--- src/lkd_consts.svh ---
/*
  Constants of the first loop's lock detector and status pin selector:
  register byte addresses, field positions, reset values and timing.
  Assumes a 100 MHz core clock and AXI4-Lite with 32-bit data.
*/
`ifndef LKD_CONSTS_SVH
`define LKD_CONSTS_SVH

// Printed register indices; the byte address is four times the index
`define LKD_IDX_WINDOW 12'h15b
`define LKD_IDX_CNT_HIGH 12'h15c
`define LKD_IDX_CNT_LOW 12'h15d
`define LKD_IDX_PIN_SEL 12'h15f
`define LKD_ADDR_WINDOW 12'h56c
`define LKD_ADDR_CNT_HIGH 12'h570
`define LKD_ADDR_CNT_LOW 12'h574
`define LKD_ADDR_PIN_SEL 12'h57c
// Interrupt block
`define LKD_ADDR_IRQ_STATUS 12'h600
`define LKD_ADDR_IRQ_CLEAR 12'h604
`define LKD_ADDR_IRQ_ENABLE 12'h608

// Field positions
`define LKD_WIN_MSB 7
`define LKD_WIN_LSB 6
`define LKD_CNT_HIGH_MSB 5
`define LKD_SRC_MSB 7
`define LKD_SRC_LSB 3
`define LKD_TYPE_MSB 2
`define LKD_TYPE_LSB 0

// Reset values
`define LKD_RST_WINDOW 2'h3
`define LKD_RST_CNT_HIGH 6'h20
`define LKD_RST_CNT_LOW 8'h00
`define LKD_RST_SRC 5'h01
`define LKD_RST_TYPE 3'h6

// Timing: window widths in ns and the clock period
`define LKD_CLK_PERIOD_NS 10
`define LKD_WIN0_NS 4
`define LKD_WIN1_NS 9
`define LKD_WIN2_NS 19
`define LKD_WIN3_NS 43
// Longest time: rounds down, never below one cycle
`define LKD_WIN_CYC(ns) ((((ns) / `LKD_CLK_PERIOD_NS) < 1) ? 1 : ((ns) / `LKD_CLK_PERIOD_NS))

`endif

--- src/lkd_pkg.sv ---
/*
  Types of the lock detector and status pin selector.
  Assumes lkd_consts.svh supplies the numeric constants.
*/
package lkd_pkg;

  // Comparison tracker states
  typedef enum logic [1:0] {
    LKD_IDLE = 2'b00,
    LKD_WAIT_FB = 2'b01,
    LKD_WAIT_REF = 2'b10
  } lkd_cmp_state_t;

  // Pin electrical type codes
  typedef enum logic [2:0] {
    LKD_TYPE_PP = 3'h3,
    LKD_TYPE_PP_INV = 3'h4,
    LKD_TYPE_OD = 3'h6
  } lkd_pin_type_t;

  // Status pin configuration as held in its register
  typedef struct packed {
    logic [4:0] src;
    logic [2:0] ptype;
  } lkd_pin_cfg_t;

  // Pin drive: level and enable
  typedef struct packed {
    logic level;
    logic oe;
  } lkd_pin_drive_t;

endpackage

--- src/lkd_lock_counter.sv ---
/*
  Digital lock counter: compares reference and feedback edges against a
  window and counts consecutive in-window comparisons.
  Assumes edge pulses are already synchronised to core_clk.
*/
`timescale 1ns/1ps
`default_nettype none
`include "lkd_consts.svh"

module lkd_lock_counter
  import lkd_pkg::*;
#(
  parameter int CW = 14
) (
  input wire logic core_clk,
  input wire logic rst,
  input wire logic ref_rise,
  input wire logic fb_rise,
  input wire logic [1:0] window_sel,
  input wire logic [CW-1:0] target,
  output logic lock_q,
  output logic good,
  output logic bad
);

  lkd_cmp_state_t state_q; // Waiting side
  logic [3:0] age_q; // Cycles since the first edge
  logic [3:0] win_cyc; // Allowed error in cycles
  logic [CW-1:0] cnt_q; // Consecutive good comparisons

  // Window width per code
  always_comb begin
    case (window_sel)
      2'h0: win_cyc = 4'(`LKD_WIN_CYC(`LKD_WIN0_NS));
      2'h1: win_cyc = 4'(`LKD_WIN_CYC(`LKD_WIN1_NS));
      2'h2: win_cyc = 4'(`LKD_WIN_CYC(`LKD_WIN2_NS));
      default: win_cyc = 4'(`LKD_WIN_CYC(`LKD_WIN3_NS));
    endcase
  end

  // Classify the comparison ending this cycle
  always_comb begin
    good = 1'b0;
    bad = 1'b0;
    case (state_q)
      LKD_IDLE: good = ref_rise && fb_rise;
      LKD_WAIT_FB: begin
        good = fb_rise && (age_q < win_cyc) && !ref_rise;
        bad = ref_rise || (!fb_rise && age_q >= win_cyc) || (fb_rise && age_q >= win_cyc);
      end
      LKD_WAIT_REF: begin
        good = ref_rise && (age_q < win_cyc) && !fb_rise;
        bad = fb_rise || (!ref_rise && age_q >= win_cyc) || (ref_rise && age_q >= win_cyc);
      end
      default: bad = 1'b1;
    endcase
  end

  // Edge tracker
  always_ff @(posedge core_clk or posedge rst) begin
    if (rst) begin
      state_q <= LKD_IDLE;
      age_q <= 4'h0;
    end else begin
      case (state_q)
        LKD_IDLE: begin
          age_q <= 4'h0;
          if (ref_rise && !fb_rise) begin
            state_q <= LKD_WAIT_FB;
          end else if (fb_rise && !ref_rise) begin
            state_q <= LKD_WAIT_REF;
          end
        end
        LKD_WAIT_FB, LKD_WAIT_REF: begin
          age_q <= age_q + 4'h1;
          if (good || bad) begin
            state_q <= LKD_IDLE;
          end
        end
        default: state_q <= LKD_IDLE;
      endcase
    end
  end

  // Consecutive counter and lock flag
  always_ff @(posedge core_clk or posedge rst) begin
    if (rst) begin
      cnt_q <= '0;
      lock_q <= 1'b0;
    end else if (bad) begin
      cnt_q <= '0;
      lock_q <= 1'b0;
    end else if (good) begin
      if (cnt_q != {CW{1'b1}}) begin
        cnt_q <= cnt_q + 1'b1;
      end
      // Target zero is reserved and never locks
      if (target != '0 && (cnt_q + 1'b1) >= target) begin
        lock_q <= 1'b1;
      end
    end
  end

  // Lock only after enough good comparisons
  lock_count_a: assert property (@(posedge core_clk) disable iff (rst)
    $rose(lock_q) |-> $past(good) && $past(target) != '0 && $past(cnt_q) + 1'b1 >= $past(target))
    else $error("lock rose before count reached");

  // A miss clears count and lock
  miss_reset_a: assert property (@(posedge core_clk) disable iff (rst)
    bad |=> !lock_q && cnt_q == '0)
    else $error("miss did not clear lock");

  // Widest window is four cycles
  window_wide_a: assert property (@(posedge core_clk) disable iff (rst)
    (state_q == LKD_WAIT_FB && window_sel == 2'h3 && age_q == 4'h3 && fb_rise && !ref_rise) |-> good)
    else $error("edge inside widest window refused");

  lock_seen_c: cover property (@(posedge core_clk) disable iff (rst) $rose(lock_q));
  lock_lost_c: cover property (@(posedge core_clk) disable iff (rst) $fell(lock_q));

endmodule
`default_nettype wire

--- src/lkd_top.sv ---
/*
  First loop lock detector with status pin source selector, AXI4-Lite
  register slave and interrupt status. All pin inputs are asynchronous and
  pass two flip-flops; the pin drive is registered.
*/
// Register access over AXI4-Lite is this design's own decision.
`timescale 1ns/1ps
`default_nettype none
`include "lkd_consts.svh"

// Notes on behaviour
// - count is high six bits then low byte
// - lock after programmed consecutive in-window cycles
// - five-bit selector picks pin source, codes 0-18 except 6
// - type 3 push-pull, 4 inverted, 6 open drain
// - window field picks 4, 9, 19, 43 ns; at the 10 ns clock the code applies 1, 1, 1, 4 cycles
module lkd_top
  import lkd_pkg::*;
(
  input wire logic core_clk,
  input wire logic rst,
  input wire logic [11:0] s_axi_awaddr,
  input wire logic s_axi_awvalid,
  output logic s_axi_awready,
  input wire logic [31:0] s_axi_wdata,
  input wire logic [3:0] s_axi_wstrb,
  input wire logic s_axi_wvalid,
  output logic s_axi_wready,
  output logic [1:0] s_axi_bresp,
  output logic s_axi_bvalid,
  input wire logic s_axi_bready,
  input wire logic [11:0] s_axi_araddr,
  input wire logic s_axi_arvalid,
  output logic s_axi_arready,
  output logic [31:0] s_axi_rdata,
  output logic [1:0] s_axi_rresp,
  output logic s_axi_rvalid,
  input wire logic s_axi_rready,
  input wire logic ref_edge_in,
  input wire logic fb_edge_in,
  input wire logic loop2_lock_in,
  input wire logic holdover_in,
  input wire logic conv_locked_in,
  input wire logic serial_readback_in,
  input wire logic conv_rail_in,
  input wire logic conv_low_in,
  input wire logic conv_high_in,
  input wire logic loop1_feedback_divider_out,
  input wire logic loop2_feedback_divider_out,
  input wire logic loop1_reference_divider_out,
  input wire logic loop2_reference_divider_out,
  output logic lock_status_pin_one_out,
  output logic lock_status_pin_one_oe,
  output logic irq
);

  localparam int NSYNC = 13; // Synchronised pin count
  localparam int NDIV = 4; // Divider outputs with halves

  logic [NSYNC-1:0] pins_raw; // Raw pin levels
  logic [NSYNC-1:0] sync1_q; // First synchroniser stage
  logic [NSYNC-1:0] sync2_q; // Second synchroniser stage
  logic [1:0] edge_prev_q; // Ref and feedback history
  logic [NDIV-1:0] div_prev_q; // Divider history
  logic [NDIV-1:0] half_q; // Divided-by-two divider outputs
  logic [1:0] window_q; // loop1_phase_window
  logic [5:0] cnt_high_q; // lock_count_high field
  logic [7:0] cnt_low_q; // lock_count_low
  lkd_pin_cfg_t pin_cfg_q; // status_pin_select
  logic [13:0] loop1_lock_cycle_count; // Combined count
  logic digital_lock_flag; // Loop one lock
  logic lock_prev_q; // Lock history for events
  logic [1:0] irq_status_q; // Bit0 lock gained, bit1 lock lost
  logic [1:0] irq_enable_q; // Interrupt enables
  logic src_level; // Selected source level
  lkd_pin_drive_t drive_d; // Next pin drive
  lkd_pin_drive_t drive_q; // Registered pin drive
  logic aw_have_q; // Write address held
  logic w_have_q; // Write data held
  logic [11:0] aw_addr_q; // Held write address
  logic [31:0] w_data_q; // Held write data
  logic w_lane0_q; // Low byte lane enabled
  logic do_write; // Write commits this cycle
  logic wr_hit; // Write address mapped
  logic [1:0] irq_clear; // Clear strobes
  logic [31:0] rd_data; // Read decode
  logic rd_hit; // Read address mapped

  assign pins_raw = {loop2_reference_divider_out, loop1_reference_divider_out,
                     loop2_feedback_divider_out, loop1_feedback_divider_out,
                     conv_high_in, conv_low_in, conv_rail_in, serial_readback_in,
                     conv_locked_in, holdover_in, loop2_lock_in, fb_edge_in, ref_edge_in};

  // Two-stage synchroniser per pin
  genvar gi;
  generate
    for (gi = 0; gi < NSYNC; gi++) begin : g_sync
      always_ff @(posedge core_clk or posedge rst) begin
        if (rst) begin
          sync1_q[gi] <= 1'b0;
          sync2_q[gi] <= 1'b0;
        end else begin
          sync1_q[gi] <= pins_raw[gi];
          sync2_q[gi] <= sync1_q[gi];
        end
      end
    end
    // Divide each divider output by two on its rising edge
    for (gi = 0; gi < NDIV; gi++) begin : g_half
      always_ff @(posedge core_clk or posedge rst) begin
        if (rst) begin
          div_prev_q[gi] <= 1'b0;
          half_q[gi] <= 1'b0;
        end else begin
          div_prev_q[gi] <= sync2_q[9 + gi];
          if (sync2_q[9 + gi] && !div_prev_q[gi]) begin
            half_q[gi] <= !half_q[gi];
          end
        end
      end
    end
  endgenerate

  // Edge history for ref and feedback
  always_ff @(posedge core_clk or posedge rst) begin
    if (rst) begin
      edge_prev_q <= 2'b00;
    end else begin
      edge_prev_q <= sync2_q[1:0];
    end
  end

  assign loop1_lock_cycle_count = {cnt_high_q, cnt_low_q};

  lkd_lock_counter #(
    .CW(14)
  ) u_counter (
    .core_clk(core_clk),
    .rst(rst),
    .ref_rise(sync2_q[0] && !edge_prev_q[0]),
    .fb_rise(sync2_q[1] && !edge_prev_q[1]),
    .window_sel(window_q),
    .target(loop1_lock_cycle_count),
    .lock_q(digital_lock_flag),
    .good(),
    .bad()
  );

  // Source selection for the status pin
  always_comb begin
    case (pin_cfg_q.src)
      5'h00: src_level = 1'b0;
      5'h01: src_level = digital_lock_flag;
      5'h02: src_level = sync2_q[2];
      5'h03: src_level = digital_lock_flag && sync2_q[2];
      5'h04: src_level = sync2_q[3];
      5'h05: src_level = sync2_q[4];
      5'h07: src_level = sync2_q[5];
      5'h08: src_level = sync2_q[6];
      5'h09: src_level = sync2_q[7];
      5'h0a: src_level = sync2_q[8];
      5'h0b: src_level = sync2_q[9];
      5'h0c: src_level = half_q[0];
      5'h0d: src_level = sync2_q[10];
      5'h0e: src_level = half_q[1];
      5'h0f: src_level = sync2_q[11];
      5'h10: src_level = half_q[2];
      // Second loop R paths: software keeps the second pin off lock sources
      5'h11: src_level = sync2_q[12];
      5'h12: src_level = half_q[3];
      default: src_level = 1'b0;
    endcase
  end

  // Electrical type of the pin
  always_comb begin
    case (pin_cfg_q.ptype)
      LKD_TYPE_PP: drive_d = '{level: src_level, oe: 1'b1};
      LKD_TYPE_PP_INV: drive_d = '{level: !src_level, oe: 1'b1};
      LKD_TYPE_OD: drive_d = '{level: 1'b0, oe: !src_level};
      default: drive_d = '{level: 1'b0, oe: 1'b0};
    endcase
  end

  // Registered pin drive
  always_ff @(posedge core_clk or posedge rst) begin
    if (rst) begin
      drive_q <= '{level: 1'b0, oe: 1'b0};
    end else begin
      drive_q <= drive_d;
    end
  end

  assign lock_status_pin_one_out = drive_q.level;
  assign lock_status_pin_one_oe = drive_q.oe;

  // AXI write channel capture
  assign s_axi_awready = !aw_have_q && !s_axi_bvalid;
  assign s_axi_wready = !w_have_q && !s_axi_bvalid;
  assign do_write = aw_have_q && w_have_q && !s_axi_bvalid;
  assign wr_hit = (aw_addr_q == `LKD_ADDR_WINDOW) || (aw_addr_q == `LKD_ADDR_CNT_HIGH) ||
                  (aw_addr_q == `LKD_ADDR_CNT_LOW) || (aw_addr_q == `LKD_ADDR_PIN_SEL) ||
                  (aw_addr_q == `LKD_ADDR_IRQ_STATUS) || (aw_addr_q == `LKD_ADDR_IRQ_CLEAR) ||
                  (aw_addr_q == `LKD_ADDR_IRQ_ENABLE);
  always_ff @(posedge core_clk or posedge rst) begin
    if (rst) begin
      aw_have_q <= 1'b0;
      w_have_q <= 1'b0;
      aw_addr_q <= 12'h000;
      w_data_q <= 32'h0000_0000;
      w_lane0_q <= 1'b0;
      s_axi_bvalid <= 1'b0;
      s_axi_bresp <= 2'b00;
    end else begin
      if (s_axi_awvalid && s_axi_awready) begin
        aw_have_q <= 1'b1;
        aw_addr_q <= {s_axi_awaddr[11:2], 2'b00};
      end
      if (s_axi_wvalid && s_axi_wready) begin
        w_have_q <= 1'b1;
        w_data_q <= s_axi_wdata;
        w_lane0_q <= s_axi_wstrb[0];
      end
      if (do_write) begin
        aw_have_q <= 1'b0;
        w_have_q <= 1'b0;
        s_axi_bvalid <= 1'b1;
        s_axi_bresp <= wr_hit ? 2'b00 : 2'b10;
      end else if (s_axi_bvalid && s_axi_bready) begin
        s_axi_bvalid <= 1'b0;
      end
    end
  end

  // Configuration registers
  always_ff @(posedge core_clk or posedge rst) begin
    if (rst) begin
      window_q <= `LKD_RST_WINDOW;
      cnt_high_q <= `LKD_RST_CNT_HIGH;
      cnt_low_q <= `LKD_RST_CNT_LOW;
      pin_cfg_q <= '{src: `LKD_RST_SRC, ptype: `LKD_RST_TYPE};
      irq_enable_q <= 2'b00;
    end else if (do_write && w_lane0_q) begin
      case (aw_addr_q)
        `LKD_ADDR_WINDOW: window_q <= w_data_q[`LKD_WIN_MSB:`LKD_WIN_LSB];
        `LKD_ADDR_CNT_HIGH: cnt_high_q <= w_data_q[`LKD_CNT_HIGH_MSB:0];
        `LKD_ADDR_CNT_LOW: cnt_low_q <= w_data_q[7:0];
        `LKD_ADDR_PIN_SEL: pin_cfg_q <= w_data_q[7:0];
        `LKD_ADDR_IRQ_ENABLE: irq_enable_q <= w_data_q[1:0];
        default: irq_enable_q <= irq_enable_q;
      endcase
    end
  end

  // Sticky events; a new event wins over a clear
  assign irq_clear = (do_write && w_lane0_q && aw_addr_q == `LKD_ADDR_IRQ_CLEAR) ? w_data_q[1:0] : 2'b00;
  always_ff @(posedge core_clk or posedge rst) begin
    if (rst) begin
      lock_prev_q <= 1'b0;
      irq_status_q <= 2'b00;
    end else begin
      lock_prev_q <= digital_lock_flag;
      irq_status_q <= (irq_status_q & ~irq_clear) |
                      {lock_prev_q && !digital_lock_flag, !lock_prev_q && digital_lock_flag};
    end
  end

  assign irq = |(irq_status_q & irq_enable_q);

  // Read decode
  always_comb begin
    rd_hit = 1'b1;
    case ({s_axi_araddr[11:2], 2'b00})
      `LKD_ADDR_WINDOW: rd_data = {24'h0, window_q, 6'h00};
      `LKD_ADDR_CNT_HIGH: rd_data = {26'h0, cnt_high_q};
      `LKD_ADDR_CNT_LOW: rd_data = {24'h0, cnt_low_q};
      `LKD_ADDR_PIN_SEL: rd_data = {24'h0, pin_cfg_q};
      `LKD_ADDR_IRQ_STATUS: rd_data = {30'h0, irq_status_q};
      `LKD_ADDR_IRQ_CLEAR: rd_data = 32'h0000_0000;
      `LKD_ADDR_IRQ_ENABLE: rd_data = {30'h0, irq_enable_q};
      default: begin
        rd_data = 32'h0000_0000;
        rd_hit = 1'b0;
      end
    endcase
  end

  // AXI read channel: answer one cycle after the address
  assign s_axi_arready = !s_axi_rvalid;
  always_ff @(posedge core_clk or posedge rst) begin
    if (rst) begin
      s_axi_rvalid <= 1'b0;
      s_axi_rdata <= 32'h0000_0000;
      s_axi_rresp <= 2'b00;
    end else if (s_axi_arvalid && s_axi_arready) begin
      s_axi_rvalid <= 1'b1;
      s_axi_rdata <= rd_data;
      s_axi_rresp <= rd_hit ? 2'b00 : 2'b10;
    end else if (s_axi_rvalid && s_axi_rready) begin
      s_axi_rvalid <= 1'b0;
    end
  end

  // Low byte write lands in the combined count
  count_low_write_a: assert property (@(posedge core_clk) disable iff (rst)
    (do_write && w_lane0_q && aw_addr_q == `LKD_ADDR_CNT_LOW) |=>
      loop1_lock_cycle_count[7:0] == $past(w_data_q[7:0]) && loop1_lock_cycle_count[13:8] == $past(cnt_high_q))
    else $error("low count byte not placed in count");

  // Lock source reaches the pin one cycle later
  pin_lock_path_a: assert property (@(posedge core_clk) disable iff (rst)
    (pin_cfg_q.src == 5'h01 && pin_cfg_q.ptype == LKD_TYPE_PP) |=>
      lock_status_pin_one_out == $past(digital_lock_flag) && lock_status_pin_one_oe)
    else $error("pin does not follow lock flag");

  // Open drain never drives high; skips the edge after reset, when the pin register was still held
  open_drain_a: assert property (@(posedge core_clk) disable iff (rst)
    !$past(rst) && $past(pin_cfg_q.ptype) == LKD_TYPE_OD |->
      !lock_status_pin_one_out && lock_status_pin_one_oe == !$past(src_level))
    else $error("open drain drive wrong");

  // Inverted type drives the complement
  pin_invert_a: assert property (@(posedge core_clk) disable iff (rst)
    pin_cfg_q.ptype == LKD_TYPE_PP_INV |=> lock_status_pin_one_out == !$past(src_level))
    else $error("inverted drive wrong");

  od_pin_c: cover property (@(posedge core_clk) disable iff (rst) pin_cfg_q.ptype == LKD_TYPE_OD && !src_level);
  irq_fire_c: cover property (@(posedge core_clk) disable iff (rst) $rose(irq));

endmodule
`default_nettype wire

--- config.mk ---
export PLATFORM = sky130hd
export DESIGN_NAME = lkd_top
export DESIGN_NICKNAME = d
export VERILOG_FILES = /design/src/lkd_pkg.sv /design/src/lkd_lock_counter.sv /design/src/lkd_top.sv
export VERILOG_INCLUDE_DIRS = /design/src
export SDC_FILE = /design/constraint.sdc
export NUM_CORES = 1
export LEC_CHECK = 0
export BUFFER_PORTS_ARGS = -buffer_cell sky130_fd_sc_hd__buf_2
export CORE_AREA = 2 2 109 111
export CTS_CLUSTER_SIZE = 40
export DETAILED_ROUTE_END_ITERATION = 8
export DIE_AREA = 0 0 111 113
export PLACE_DENSITY_LB_ADDON = 0.15
export SLEW_MARGIN = 40
export SYNTH_ARGS = -nofsm -noshare
export SYNTH_HDL_FRONTEND = slang
export SYNTH_SLANG_ARGS = --single-unit
export TNS_END_PERCENT = 100
--- constraint.sdc ---
create_clock -name core_clk -period 7.79 [get_ports core_clk]
set_clock_uncertainty 0.15 [all_clocks]
set_input_delay 0 -clock core_clk [delete_from_list [all_inputs] [get_ports core_clk]]
set_output_delay 0 -clock core_clk [all_outputs]
set_load 0.1 [all_outputs]
; ---- After elaboration in Yosys (flattened, before gate mapping)
; Index checks and enable logic that the tools add are counted.
[op_classes]
n_eq_ne = 41
mux = 29
n_addsub = 2
bitwise_logic = 4
magnitude_cmp = 3
n_reduce_logical = 85
[op_table]
columns = operator, n
row1 = 10-bit by 9-bit == test with 1-bit output (second input constant), 14
row2 = 8-bit case mux with 6 select lines, 1
row3 = 14-bit two-way mux, 3
row4 = 5-bit by 4-bit == test with 1-bit output (second input constant), 8
row5 = 1-bit logical AND, 32
row6 = 1-bit logical NOT, 19
row7 = 1-bit case mux with 17 select lines, 1
row8 = 2-bit AND reduction, 8
row9 = 2-bit nonzero test, 8
row10 = 5-bit by 3-bit == test with 1-bit output (second input constant), 3
row11 = 5-bit == test (second input constant), 3
row12 = 14-bit by 1-bit adder with 14-bit output (second input constant), 1
row13 = 14-bit >= comparator, 1
row14 = 14-bit inequality test (second input constant), 1
row15 = 14-bit nonzero test, 1
row16 = 1-bit two-way mux, 12
row17 = 2-bit two-way mux, 6
row18 = 1-bit logical OR, 11
row19 = 5-bit by 2-bit == test with 1-bit output (second input constant), 2
row20 = 4-bit case mux with 2 select lines, 1
row21 = 7-bit OR reduction, 1
row22 = 3-bit == test (second input constant), 2
row23 = 1-bit case mux with 3 select lines, 2
row24 = 2-bit case mux with 3 select lines, 1
row25 = 17 further kinds, 22
[totals]
input_bits = 80
out_inout_bits = 44
ff_bits = 147
word_cells = 223

; ---- Depth between registers and ports, before layout
; Gate-level depths: netlist of run 1.
[logic_depth]
depth_word = 11
ltp_mapped = 12
depth_no_buf = 12

; ---- Modules after synthesis
; Synthesis of run 1 repeated with hierarchy kept, for this count alone.
[hier_totals]
cells_unflattened = 541
hier_area_um2 = 6047.0
[modules_own_cells]
columns = module, cells_each, seq_area_each_um2, area_per_inst_um2, n_inst
row1 = lkd_top, 329, 2509.9, 4222.8, 1
row2 = lkd_lock_counter, 212, 525.5, 1824.2, 1

; ---- Least setup slack after synthesis of run 1
; No wires, ideal clock.
[synth_timing]
path_type = flip-flop to flip-flop
start = register s_axi_bvalid
end = register aw_addr_q[10]
setup_time_ns = 0.125
path_buffers = 1
path_slack_ns = 4.362
required_time_ns = 7.515
t_arrival_ns = 3.153
period_less_slack_ns = 3.428
stages_incl_launch_ff = 5
cell_sequence = dfrtp_1 > nor2_1 > and2_1 > clkbuf_1 > mux2_2
[synth_via]
elab_chain_cells = 3
[synth_rtl]
columns = item, line_no
row1 = "start, declared", lkd_top.sv:30  ; output logic s_axi_bvalid,
row2 = "start signal, assigned", lkd_top.sv:212  ; s_axi_bvalid <= 1'b0;
row3 = "start signal, assigned", lkd_top.sv:227  ; s_axi_bvalid <= 1'b1;
row4 = "start signal, assigned", lkd_top.sv:230  ; s_axi_bvalid <= 1'b0;
row5 = 1-bit logical NOT, lkd_top.sv:198  ; assign s_axi_awready = !aw_have_q && !s_axi_bvalid;
row6 = 1-bit logical AND, lkd_top.sv:198
row7 = via s_axi_awready, lkd_top.sv:24  ; output logic s_axi_awready,
row8 = 1-bit logical AND, lkd_top.sv:215  ; if (s_axi_awvalid && s_axi_awready) begin
row9 = "end signal, assigned", lkd_top.sv:217  ; aw_addr_q <= {s_axi_awaddr[11:2], 2'b00};
row10 = "end, declared", lkd_top.sv:80  ; logic [11:0] aw_addr_q;
; The timed path passes the listed nets, and every way through them passes these cells.
; A chain may end at the register's enable or synchronous reset.

; ---- Worst setup path in the final report of run 1
[layout_timing]
start = register u_counter.cnt_q[2]
end = register u_counter.lock_q
[layout_via]
elab_chain_cells = 5
[layout_rtl]
columns = item, line_no
row1 = "start, declared", lkd_lock_counter.sv:29  ; logic [CW-1:0] cnt_q;
row2 = "start signal, assigned", lkd_lock_counter.sv:95  ; cnt_q <= cnt_q + 1'b1;
row3 = 14-bit by 1-bit adder with 14-bit output, lkd_lock_counter.sv:98  ; if (target != '0 && (cnt_q + 1'b1) >= target) begin
row4 = 14-bit >= comparator, lkd_lock_counter.sv:98
row5 = 1-bit logical AND, lkd_lock_counter.sv:98
row6 = 2-bit nonzero test (no source line), -
row7 = 2-bit AND reduction (no source line), -
row8 = "end signal, assigned", lkd_lock_counter.sv:89  ; lock_q <= 1'b0;
row9 = "end signal, assigned", lkd_lock_counter.sv:92  ; lock_q <= 1'b0;
row10 = "end signal, assigned", lkd_lock_counter.sv:99  ; lock_q <= 1'b1;
row11 = "end, declared", lkd_lock_counter.sv:21  ; output logic lock_q,
; Every way passes these cells.

==> load_flow_metrics.sql, run 1 <==
INSERT INTO impl_metrics (metric_group, metric, value, unit) VALUES
('status', 'status', 'completed', ''),
('cts', 'cts_buffer_depth', '2', ''),
('worst_setup_path', 'peak_fanout_along_the_critical_path', '5', ''),
('worst_setup_path', 'critPathKind', 'register to register', ''),
('worst_setup_path', 'worst-endpoint-arrival', '3170', 'ps'),
('placement', 'port_buffers', '66', ''),
('sta', 'share_of_the_cycle_needed_by_the_critical_path_after_routing', '38.77', '%'),
('final_layout', 'drive_above_1_share', '24.60', '%'),
('routing', 'residual_antenna_violating_net_count_after_detailed_routing', '0', ''),
('run', 'max-cap-violations', '0', ''),
('sta', 'fmaxAchievable', '0.3311', 'GHz'),
('yosys', 'post-synth-top-count-cell', 'sky130_fd_sc_hd__dfrtp_1', ''),
('sta', 'fin_tns_setup', '0', 'ps'),
('routing', 'finalWirelength', '12.62', 'mm'),
('final_layout', 'layout.nets', '772', ''),
('final_layout', 'multi_input_area', '2679', 'µm²'),
('yosys', 'commonest_cells_post_synth', '115 x sky130_fd_sc_hd__dfrtp_1, 53 x sky130_fd_sc_hd__nand2_1, 36 x sky130_fd_sc_hd__mux2_2', ''),
('routing', 'wl_per_cell', '15.27', 'µm'),
('sta', 'finalSetupViolCount', '0', ''),
('yosys', 'fraction_of_the_yosys_area_taken_by_sequential_cells', '50.83', '%'),
('floorplanning', 'die-height', '113', 'µm'),
('floorplanning', 'placeableCoreArea', '11270', 'µm²'),
('sta', 'hold_violations', '0', ''),
('yosys', 'synth_top_cell_area_share', '48.19', '%'),
('cts', 'clk_pin_slew', '60', 'ps'),
('global_routing', 'grt_pass1_vias', '4536', ''),
('global_routing', 'residual_overflow_from_global_routing', '0', ''),
('worst_setup_path', 'critical_path.max_stage_delay', '430', 'ps'),
('global_routing', 'grt_util_all_layers', '21.73', '%'),
('worst_setup_path', 'start_kind', 'register', ''),
('pwr', 'total_leakage_power', '3.354', 'nW'),
('cts', 'clk-insertion-delay-late', '420', 'ps'),
('sta', 'final_period_minus_worst_setup_slack', '3020', 'ps'),
('min_path', 'timing.hold.worst.class', 'input port to register', ''),
('placement', 'gp_congestion', '0.8167', ''),
('final_layout', 'seq_area', '3035', 'µm²'),
('routing', 'vias_per_cell', '5.335', ''),
('pwr', 'switchingPower', '0.7245', 'mW'),
('pwr', 'power.clock.fraction', '37.0', '%'),
('yosys', 'syn_area', '5972', 'µm²'),
('yosys', 'synth_async_sr_flop_share', '100.0', '%'),
('yosys', 'synth_top_area_cell', 'sky130_fd_sc_hd__dfrtp_1', ''),
('cts', 'tritoncts_num_sinks', '121', ''),
('worst_setup_path', 'worst_setup_path_end_kind', 'register', ''),
('routing', 'route.detailed.drc', '0', ''),
('sta', 'finalMaxSlewViolations', '0', ''),
('pwr', 'sw_frac_of_total', '33.94', '%'),
('yosys', 'synth_area_per_cell', '10.88', 'µm²'),
('pwr', 'power.ir.vdd_worst', '0.3781', 'mV'),
('cts', 'cts.htree.levels', '4', ''),
('yosys', 'postSynth.topFlopCell', 'sky130_fd_sc_hd__dfrtp_1', ''),
('yosys', 'syn_inst', '549', ''),
('global_routing', 'pin_count_of_the_biggest_net_entering_global_routing', '54', ''),
('global_routing', 'grt_pass1_wl', '21.51', 'mm'),
('pwr', 'p_comb_share', '24.1', '%'),
('pwr', 'share_seq_of_total_power', '38.9', '%'),
('sta', 'rsz0062_at_grt', 'no', ''),
('floorplanning', 'die_w', '111', 'µm'),
('placement', 'detailedPlacementHpwl', '8.668', 'mm'),
('final_layout', 'postLayoutCellArea', '7433', 'µm²'),
('sta', 'timing.final.ws_setup', '4770', 'ps'),
('final_layout', 'synthToLayoutAreaGrowth', '24.47', '%'),
('yosys', 'netlist-cell-type-count', '69', ''),
('floorplanning', 'row_count', '39', ''),
('routing', 'count_of_vias_placed_by_the_detailed_router', '4407', ''),
('floorplanning', 'start_util', '52.98', '%'),
('cts', 'cts_buffers', '17', ''),
('pwr', 'power_density', '287.2', 'nW/µm²'),
('cts', 'cts_tree', 'built', ''),
('cts', 'clockRootBuffer', 'sky130_fd_sc_hd__clkbuf_16', ''),
('placement', 'preCtsSetupSlack', '4843', 'ps');
## what timing repair did
action	in CTS	in global routing
endpoints found under the setup margin	0	0
hold buffers	47	0
endpoints found under the hold margin	97	0
resized for setup	0	0
## power groups by stage
| stage | clock network, mW | logic (mW) | registers, mW |
|---|---|---|---|
| 5_1_grt | 0.833 | 0.565 | 0.848 |
| 3_5_place_dp | 0 | 0.495 | 0.841 |
| 2_1_floorplan | 0 | 0.392 | 0.840 |
| 6_report | 0.789 | 0.515 | 0.830 |
| 4_1_cts | 0.807 | 0.517 | 0.831 |
| 3_3_place_gp | 0 | 0.482 | 0.835 |
## final timing paths
| kind | startpoint | endpoint | slack (ps) | depth (start not counted) |
|---|---|---|---|---|
| min in group asynchronous | rst | sync1_q[11] | 60 | 3 |
| hold reg to reg | sync1_q[7] | sync2_q[7] | 190 | 0 |
| hold / removal | s_axi_araddr[4] | s_axi_rdata[7] | 30 | 4 |
| max in group asynchronous | rst | cnt_high_q[5] | 6260 | 5 |
| setup reg to reg | u_counter.cnt_q[2] | u_counter.lock_q | 4770 | 12 |
| setup / recovery | u_counter.cnt_q[2] | u_counter.lock_q | 4770 | 12 |
## layout make-up
class                      instances  share of cell area [%]
tap                              143                   2.407
sequential                       121                   40.83
clock inverter                    14                   2.171
inverter                          23                   1.195
clock buffer                      18                   5.908
multi-input combinational        389                   36.04
timing repair buffer             118                   11.45
## routing by layer
metal / wire [µm] / up-vias / part of all wire, % / global-route usage [%]
li1: - / 2130 / - / -
met5: 0 / - / 0 / 0
met3: 605 / 22 / 4.8 / 5.463
met2: 6308 / 114 / 50 / 37.59
met1: 5414 / 2141 / 43 / 26.22
met4: 288 / 0 / 2.3 / 8.833
## flip-flops by register name, summed over array words and instances, names as in the netlist, 8 cells and up
signal	count
sync2_q	13
aw_addr_q	10
s_axi_rdata	8
w_data_q	8
cnt_low_q	8
sync1_q	13
u_counter.cnt_q	14
pin_cfg_q	8
## layout by cell type (no fill, tap or decap), types with 7 or more instances in the layout
| cell type | n |
|---|---|
| sky130_fd_sc_hd__ha_1 | 22 |
| sky130_fd_sc_hd__conb_1 | 26 |
| sky130_fd_sc_hd__nor2_1 | 33 |
| sky130_fd_sc_hd__nand4_1 | 7 |
| sky130_fd_sc_hd__inv_1 | 22 |
| sky130_fd_sc_hd__mux2_2 | 36 |
| sky130_fd_sc_hd__nand3_1 | 15 |
| sky130_fd_sc_hd__nor4_1 | 7 |
| sky130_fd_sc_hd__nand2b_1 | 7 |
| sky130_fd_sc_hd__o21ai_1 | 8 |
| sky130_fd_sc_hd__dfrtp_1 | 115 |
| sky130_fd_sc_hd__dlygate4sd3_1 | 47 |
| sky130_fd_sc_hd__xnor2_1 | 14 |
| sky130_fd_sc_hd__nand2_1 | 53 |
| sky130_fd_sc_hd__clkbuf_16 | 17 |
| sky130_fd_sc_hd__nor2b_1 | 7 |
| sky130_fd_sc_hd__a21oi_1 | 21 |
| sky130_fd_sc_hd__o21ai_0 | 26 |
| sky130_fd_sc_hd__buf_2 | 66 |
## cell families after synthesis
logic type	Yosys count	share of synthesized area (%)
adders and majority gates	22	4.609
buffers and inverters	64	6.076
xor gates and xnor gates	19	2.787
muxes	45	8.967
and+or+nand+nor	179	16.20
AOI/OAI and AO/OA	98	10.48
other	1	0.06279
DFF	121	50.83
## per-stage QoR
| step | total power, mW | instances | hold slack [ps] | util (%) |
|---|---|---|---|---|
| final | 2.135 | 826 | 27.57 | 65.95 |
| after global placement | 1.317 | 746 | -42.30 | 56.21 |
| after floorplan | 1.231 | 574 | -118.6 | - |
| after detailed placement | 1.336 | 747 | -40.68 | 56.44 |
| after global routing | 2.245 | 826 | 44.25 | 65.95 |
| after CTS | 2.155 | 826 | 1.841 | 65.95 |
## worst register-to-register path: stages, from the launching register on
cell and delay (ps):
sky130_fd_sc_hd__dfrtp_1 430, sky130_fd_sc_hd__nand3_1 200, sky130_fd_sc_hd__nor2_2 200, sky130_fd_sc_hd__and2_1 210
sky130_fd_sc_hd__and4_1 250, sky130_fd_sc_hd__nand2_1 70, sky130_fd_sc_hd__xnor2_1 180, sky130_fd_sc_hd__ha_1 270
sky130_fd_sc_hd__and3_1 200, sky130_fd_sc_hd__a2111oi_0 390, sky130_fd_sc_hd__nand2_1 90, sky130_fd_sc_hd__a41oi_1 180
sky130_fd_sc_hd__nor3_1 70
(Power assumes the default switching activity.)
==> run 2, diff against run 1 <==
CORE_AREA = 2 2 113 115   (was 2 2 109 111)
DIE_AREA = 0 0 115 117   (was 0 0 111 113)
clock period = 2.43 ns   (was 7.79 ns; I/O delays follow)
==> run 2 against run 1 <==
Compared with the run above:
- the flow now finishes with violations (setup timing)
- power rose to 3.4 times the previous value
- hold slack better by 7.4 ps
- sequential power rose to 3.2 times the previous value
- wire length grew 7.3%
- final cell count grew 6.4%
- flip-flop and latch count unchanged
- cell area up 7.4%
- global-route usage decreased by 0.45 points
- largest cell class unchanged
- largest power group is now clock
- highest routed layer unchanged
==> load_flow_metrics.sql, run 2 (synthesis gave the netlist of run 1 again) <==
INSERT INTO impl_metrics (metric_group, metric, value, unit) VALUES
('status', 'status', 'finished with violations', ''),
('status', 'violations', 'setup timing', ''),
('cts', 'clk_pin_slew', '50', 'ps'),
('global_routing', 'residual_overflow_from_global_routing', '0', ''),
('final_layout', 'insertedDiodeCount', '0', ''),
('worst_setup_path', 'critical-path-top-delay-family', 'simple AND/OR/NAND/NOR gates', ''),
('sta', 'finalSetupViolCount', '1', ''),
('worst_setup_path', 'critPathKind', 'register to register', ''),
('final_layout', 'multi_input_area', '2809', 'µm²'),
('pwr', 'power_density', '899.3', 'nW/µm²'),
('routing', 'route.detailed.drc', '0', ''),
('final_layout', 'drive_above_1_share', '32.10', '%'),
('sta', 'final_period_minus_worst_setup_slack', '2512', 'ps'),
('worst_setup_path', 'start_kind', 'register', ''),
('sta', 'max-slew-margin-rel', '61.13', '%'),
('routing', 'vias_per_cell', '5.157', ''),
('sta', 'fmaxAchievable', '0.3981', 'GHz'),
('routing', 'dr.first_iter.drc_count', '268', ''),
('worst_setup_path', 'worst_setup_path_end_kind', 'register', ''),
('pwr', 'post_route_total_power', '7.177', 'mW'),
('pwr', 'sw_frac_of_total', '32.50', '%'),
('routing', 'wl_per_cell', '15.40', 'µm'),
('floorplanning', 'row_count', '41', ''),
('sta', 'share_of_the_cycle_needed_by_the_critical_path_after_routing', '103.4', '%'),
('cts', 'cts_buffers', '17', ''),
('pwr', 'power.clock.fraction', '37.7', '%'),
('pwr', 'power.ir.vdd_worst', '0.6626', 'mV'),
('final_layout', 'layout.nets', '818', ''),
('cts', 'clk-insertion-delay-late', '420', 'ps'),
('pwr', 'total_leakage_power', '3.632', 'nW'),
('min_path', 'timing.hold.worst.class', 'input port to register', ''),
('sta', 'finalMaxSlewViolations', '0', ''),
('final_layout', 'most_frequent_standard_cell_in_the_layout_excluding_fill_and_tap_cells', 'sky130_fd_sc_hd__dfrtp_1', ''),
('global_routing', 'antenna_violations_before_repair', '0', ''),
('global_routing', 'pin_count_of_the_biggest_net_entering_global_routing', '108', ''),
('floorplanning', 'die_area', '13460', 'µm²'),
('cts', 'cts.htree.levels', '4', ''),
('routing', 'drt_first_pass_iters', '4', ''),
('final_layout', 'final_cell_mix', '110 x sky130_fd_sc_hd__dfrtp_1, 65 x sky130_fd_sc_hd__buf_2, 51 x sky130_fd_sc_hd__nand2_1', ''),
('worst_setup_path', 'worst-endpoint-arrival', '2660', 'ps'),
('final_layout', 'seq_area', '3042', 'µm²'),
('floorplanning', 'start_util', '48.51', '%'),
('worst_setup_path', 'worstPathCellList', 'nand3_4 > nor2_4 > and2_4 > and4_4 > nand2_1 > xnor2_1 > ha_1 > and3_4 > a2111oi_4 > nand2_1 > a41oi_2 > nor3_1', ''),
('pwr', 'switchingPower', '2.332', 'mW'),
('global_routing', 'grt_pass1_wl', '21.82', 'mm'),
('worst_setup_path', 'cp.required', '2580', 'ps'),
('worst_setup_path', 'worst_path_most_repeated_cell', 'sky130_fd_sc_hd__nand2_1', ''),
('sta', 'timing.final.ws_setup', '-82.11', 'ps'),
('floorplanning', 'ioPinCount', '124', ''),
('floorplanning', 'die_w', '115', 'µm'),
('global_routing', 'grt_pass1_vias', '4393', ''),
('sta', 'rsz0062_at_grt', 'yes', ''),
('run', 'max-cap-violations', '0', ''),
('routing', 'count_of_vias_placed_by_the_detailed_router', '4533', ''),
('cts', 'clockRootBuffer', 'sky130_fd_sc_hd__clkbuf_16', ''),
('sta', 'fin_hold_ws', '34.99', 'ps'),
('worst_setup_path', 'critical_path_buf_inv_count', '0', ''),
('worst_setup_path', 'timing.critical_path.slowest_stage_cell', 'sky130_fd_sc_hd__dfrtp_2', ''),
('floorplanning', 'placeableCoreArea', '12310', 'µm²'),
('global_routing', 'grt_util_all_layers', '21.27', '%'),
('placement', 'port_buffers', '66', ''),
('routing', 'finalWirelength', '13.54', 'mm'),
('routing', 'residual_antenna_violating_net_count_after_detailed_routing', '0', ''),
('floorplanning', 'die-height', '117', 'µm'),
('cts', 'cts_tree', 'built', ''),
('sta', 'worst-slew-pin-transition', '583.0', 'ps'),
('worst_setup_path', 'peak_fanout_along_the_critical_path', '3', ''),
('final_layout', 'largest_register_ffs', '14', ''),
('worst_setup_path', 'critical_path.max_stage_delay', '420', 'ps'),
('pwr', 'internal_power', '4.845', 'mW'),
('pwr', 'p_comb_share', '24.8', '%'),
('final_layout', 'postLayoutCellArea', '7980', 'µm²'),
('final_layout', 'reg_top3', 'u_counter.cnt_q (14), sync1_q (13), sync2_q (13)', ''),
('final_layout', 'layout.filler_cells', '930', ''),
('cts', 'tritoncts_num_sinks', '121', ''),
('sta', 'fin_tns_setup', '-82.11', 'ps'),
('sta', 'hold_violations', '0', ''),
('placement', 'gp_congestion', '0.8923', ''),
('placement', 'detailedPlacementHpwl', '9.276', 'mm'),
('final_layout', 'synthToLayoutAreaGrowth', '33.63', '%'),
('cts', 'cts_buffer_depth', '2', ''),
('placement', 'post_dp_cell_area', '6740', 'µm²'),
('final_layout', 'regMostFlops', 'u_counter.cnt_q', ''),
('pwr', 'share_seq_of_total_power', '37.5', '%');
run 2: cell count changes in the layout (fill, tap and decap cells not counted), sizes merged:
cell	before	now
clkinv	4	5
inv	28	23
buf	71	117
clkbuf	18	20
bufinv	2	4
run 2: worst paths after layout:
path                            slack (ps)  cells after the start               start                to
min in group asynchronous              550                      4                 rst    edge_prev_q[0]
worst max-delay path                   -80                     12  u_counter.cnt_q[0]  u_counter.lock_q
worst max register to register         -80                     12  u_counter.cnt_q[0]  u_counter.lock_q
max in group asynchronous              690                      5                 rst      s_axi_rvalid
worst min register to register         200                      0          sync1_q[6]        sync2_q[6]
worst min-delay path                    30                      6    s_axi_araddr[11]    s_axi_rdata[0]
run 2: through the flow:
step	util (%)	std cells	setup slack, ps
final	64.82	879	-82.11
after global routing	64.82	879	-190.9
after CTS	64.39	878	-40.85
after detailed placement	54.75	791	-100.1
after global placement	54.75	791	-50.08
after floorplan	-	574	-74.14
run 2: power groups by stage:
stage / logic [mW] / registers (mW) / clock network, mW
2_1_floorplan: 1.28 / 2.72 / 0
3_3_place_gp: 1.63 / 2.70 / 0
3_5_place_dp: 1.68 / 2.72 / 0
4_1_cts: 1.75 / 2.69 / 2.75
5_1_grt: 1.93 / 2.74 / 2.87
6_report: 1.78 / 2.69 / 2.70
run 2: cell type report:
| class | instances | share of cell area [%] |
|---|---|---|
| clock buffer | 20 | 5.723 |
| timing repair buffer | 164 | 15.07 |
| inverter | 23 | 1.176 |
| multi-input combinational | 389 | 35.20 |
| tap | 150 | 2.352 |
| sequential | 121 | 38.12 |
| clock inverter | 12 | 2.368 |
run 2: what timing repair did:
item,in CTS,in global routing
endpoints found under the setup margin,8,16
gates resized for setup,2,14
buffers inserted,7,2
pin swaps,14,1
hold buffers,48,0
endpoints found under the hold margin,160,0
run 2: worst register-to-register path, stage by stage, from the launching register on:
cell	delay, ps
sky130_fd_sc_hd__dfrtp_2	420
sky130_fd_sc_hd__nand3_4	100
sky130_fd_sc_hd__nor2_4	90
sky130_fd_sc_hd__and2_4	150
sky130_fd_sc_hd__and4_4	200
sky130_fd_sc_hd__nand2_1	70
sky130_fd_sc_hd__xnor2_1	130
sky130_fd_sc_hd__ha_1	310
sky130_fd_sc_hd__and3_4	170
sky130_fd_sc_hd__a2111oi_4	270
sky130_fd_sc_hd__nand2_1	110
sky130_fd_sc_hd__a41oi_2	160
sky130_fd_sc_hd__nor3_1	80
run 2: routing by layer:
metal	GRT usage, %	wire length (µm)	up-vias
met5	0	0	-
met2	34.00	6530	121
met4	7.871	163	0
met3	5.407	576	15
met1	28.29	6268	2170
li1	-	-	2227
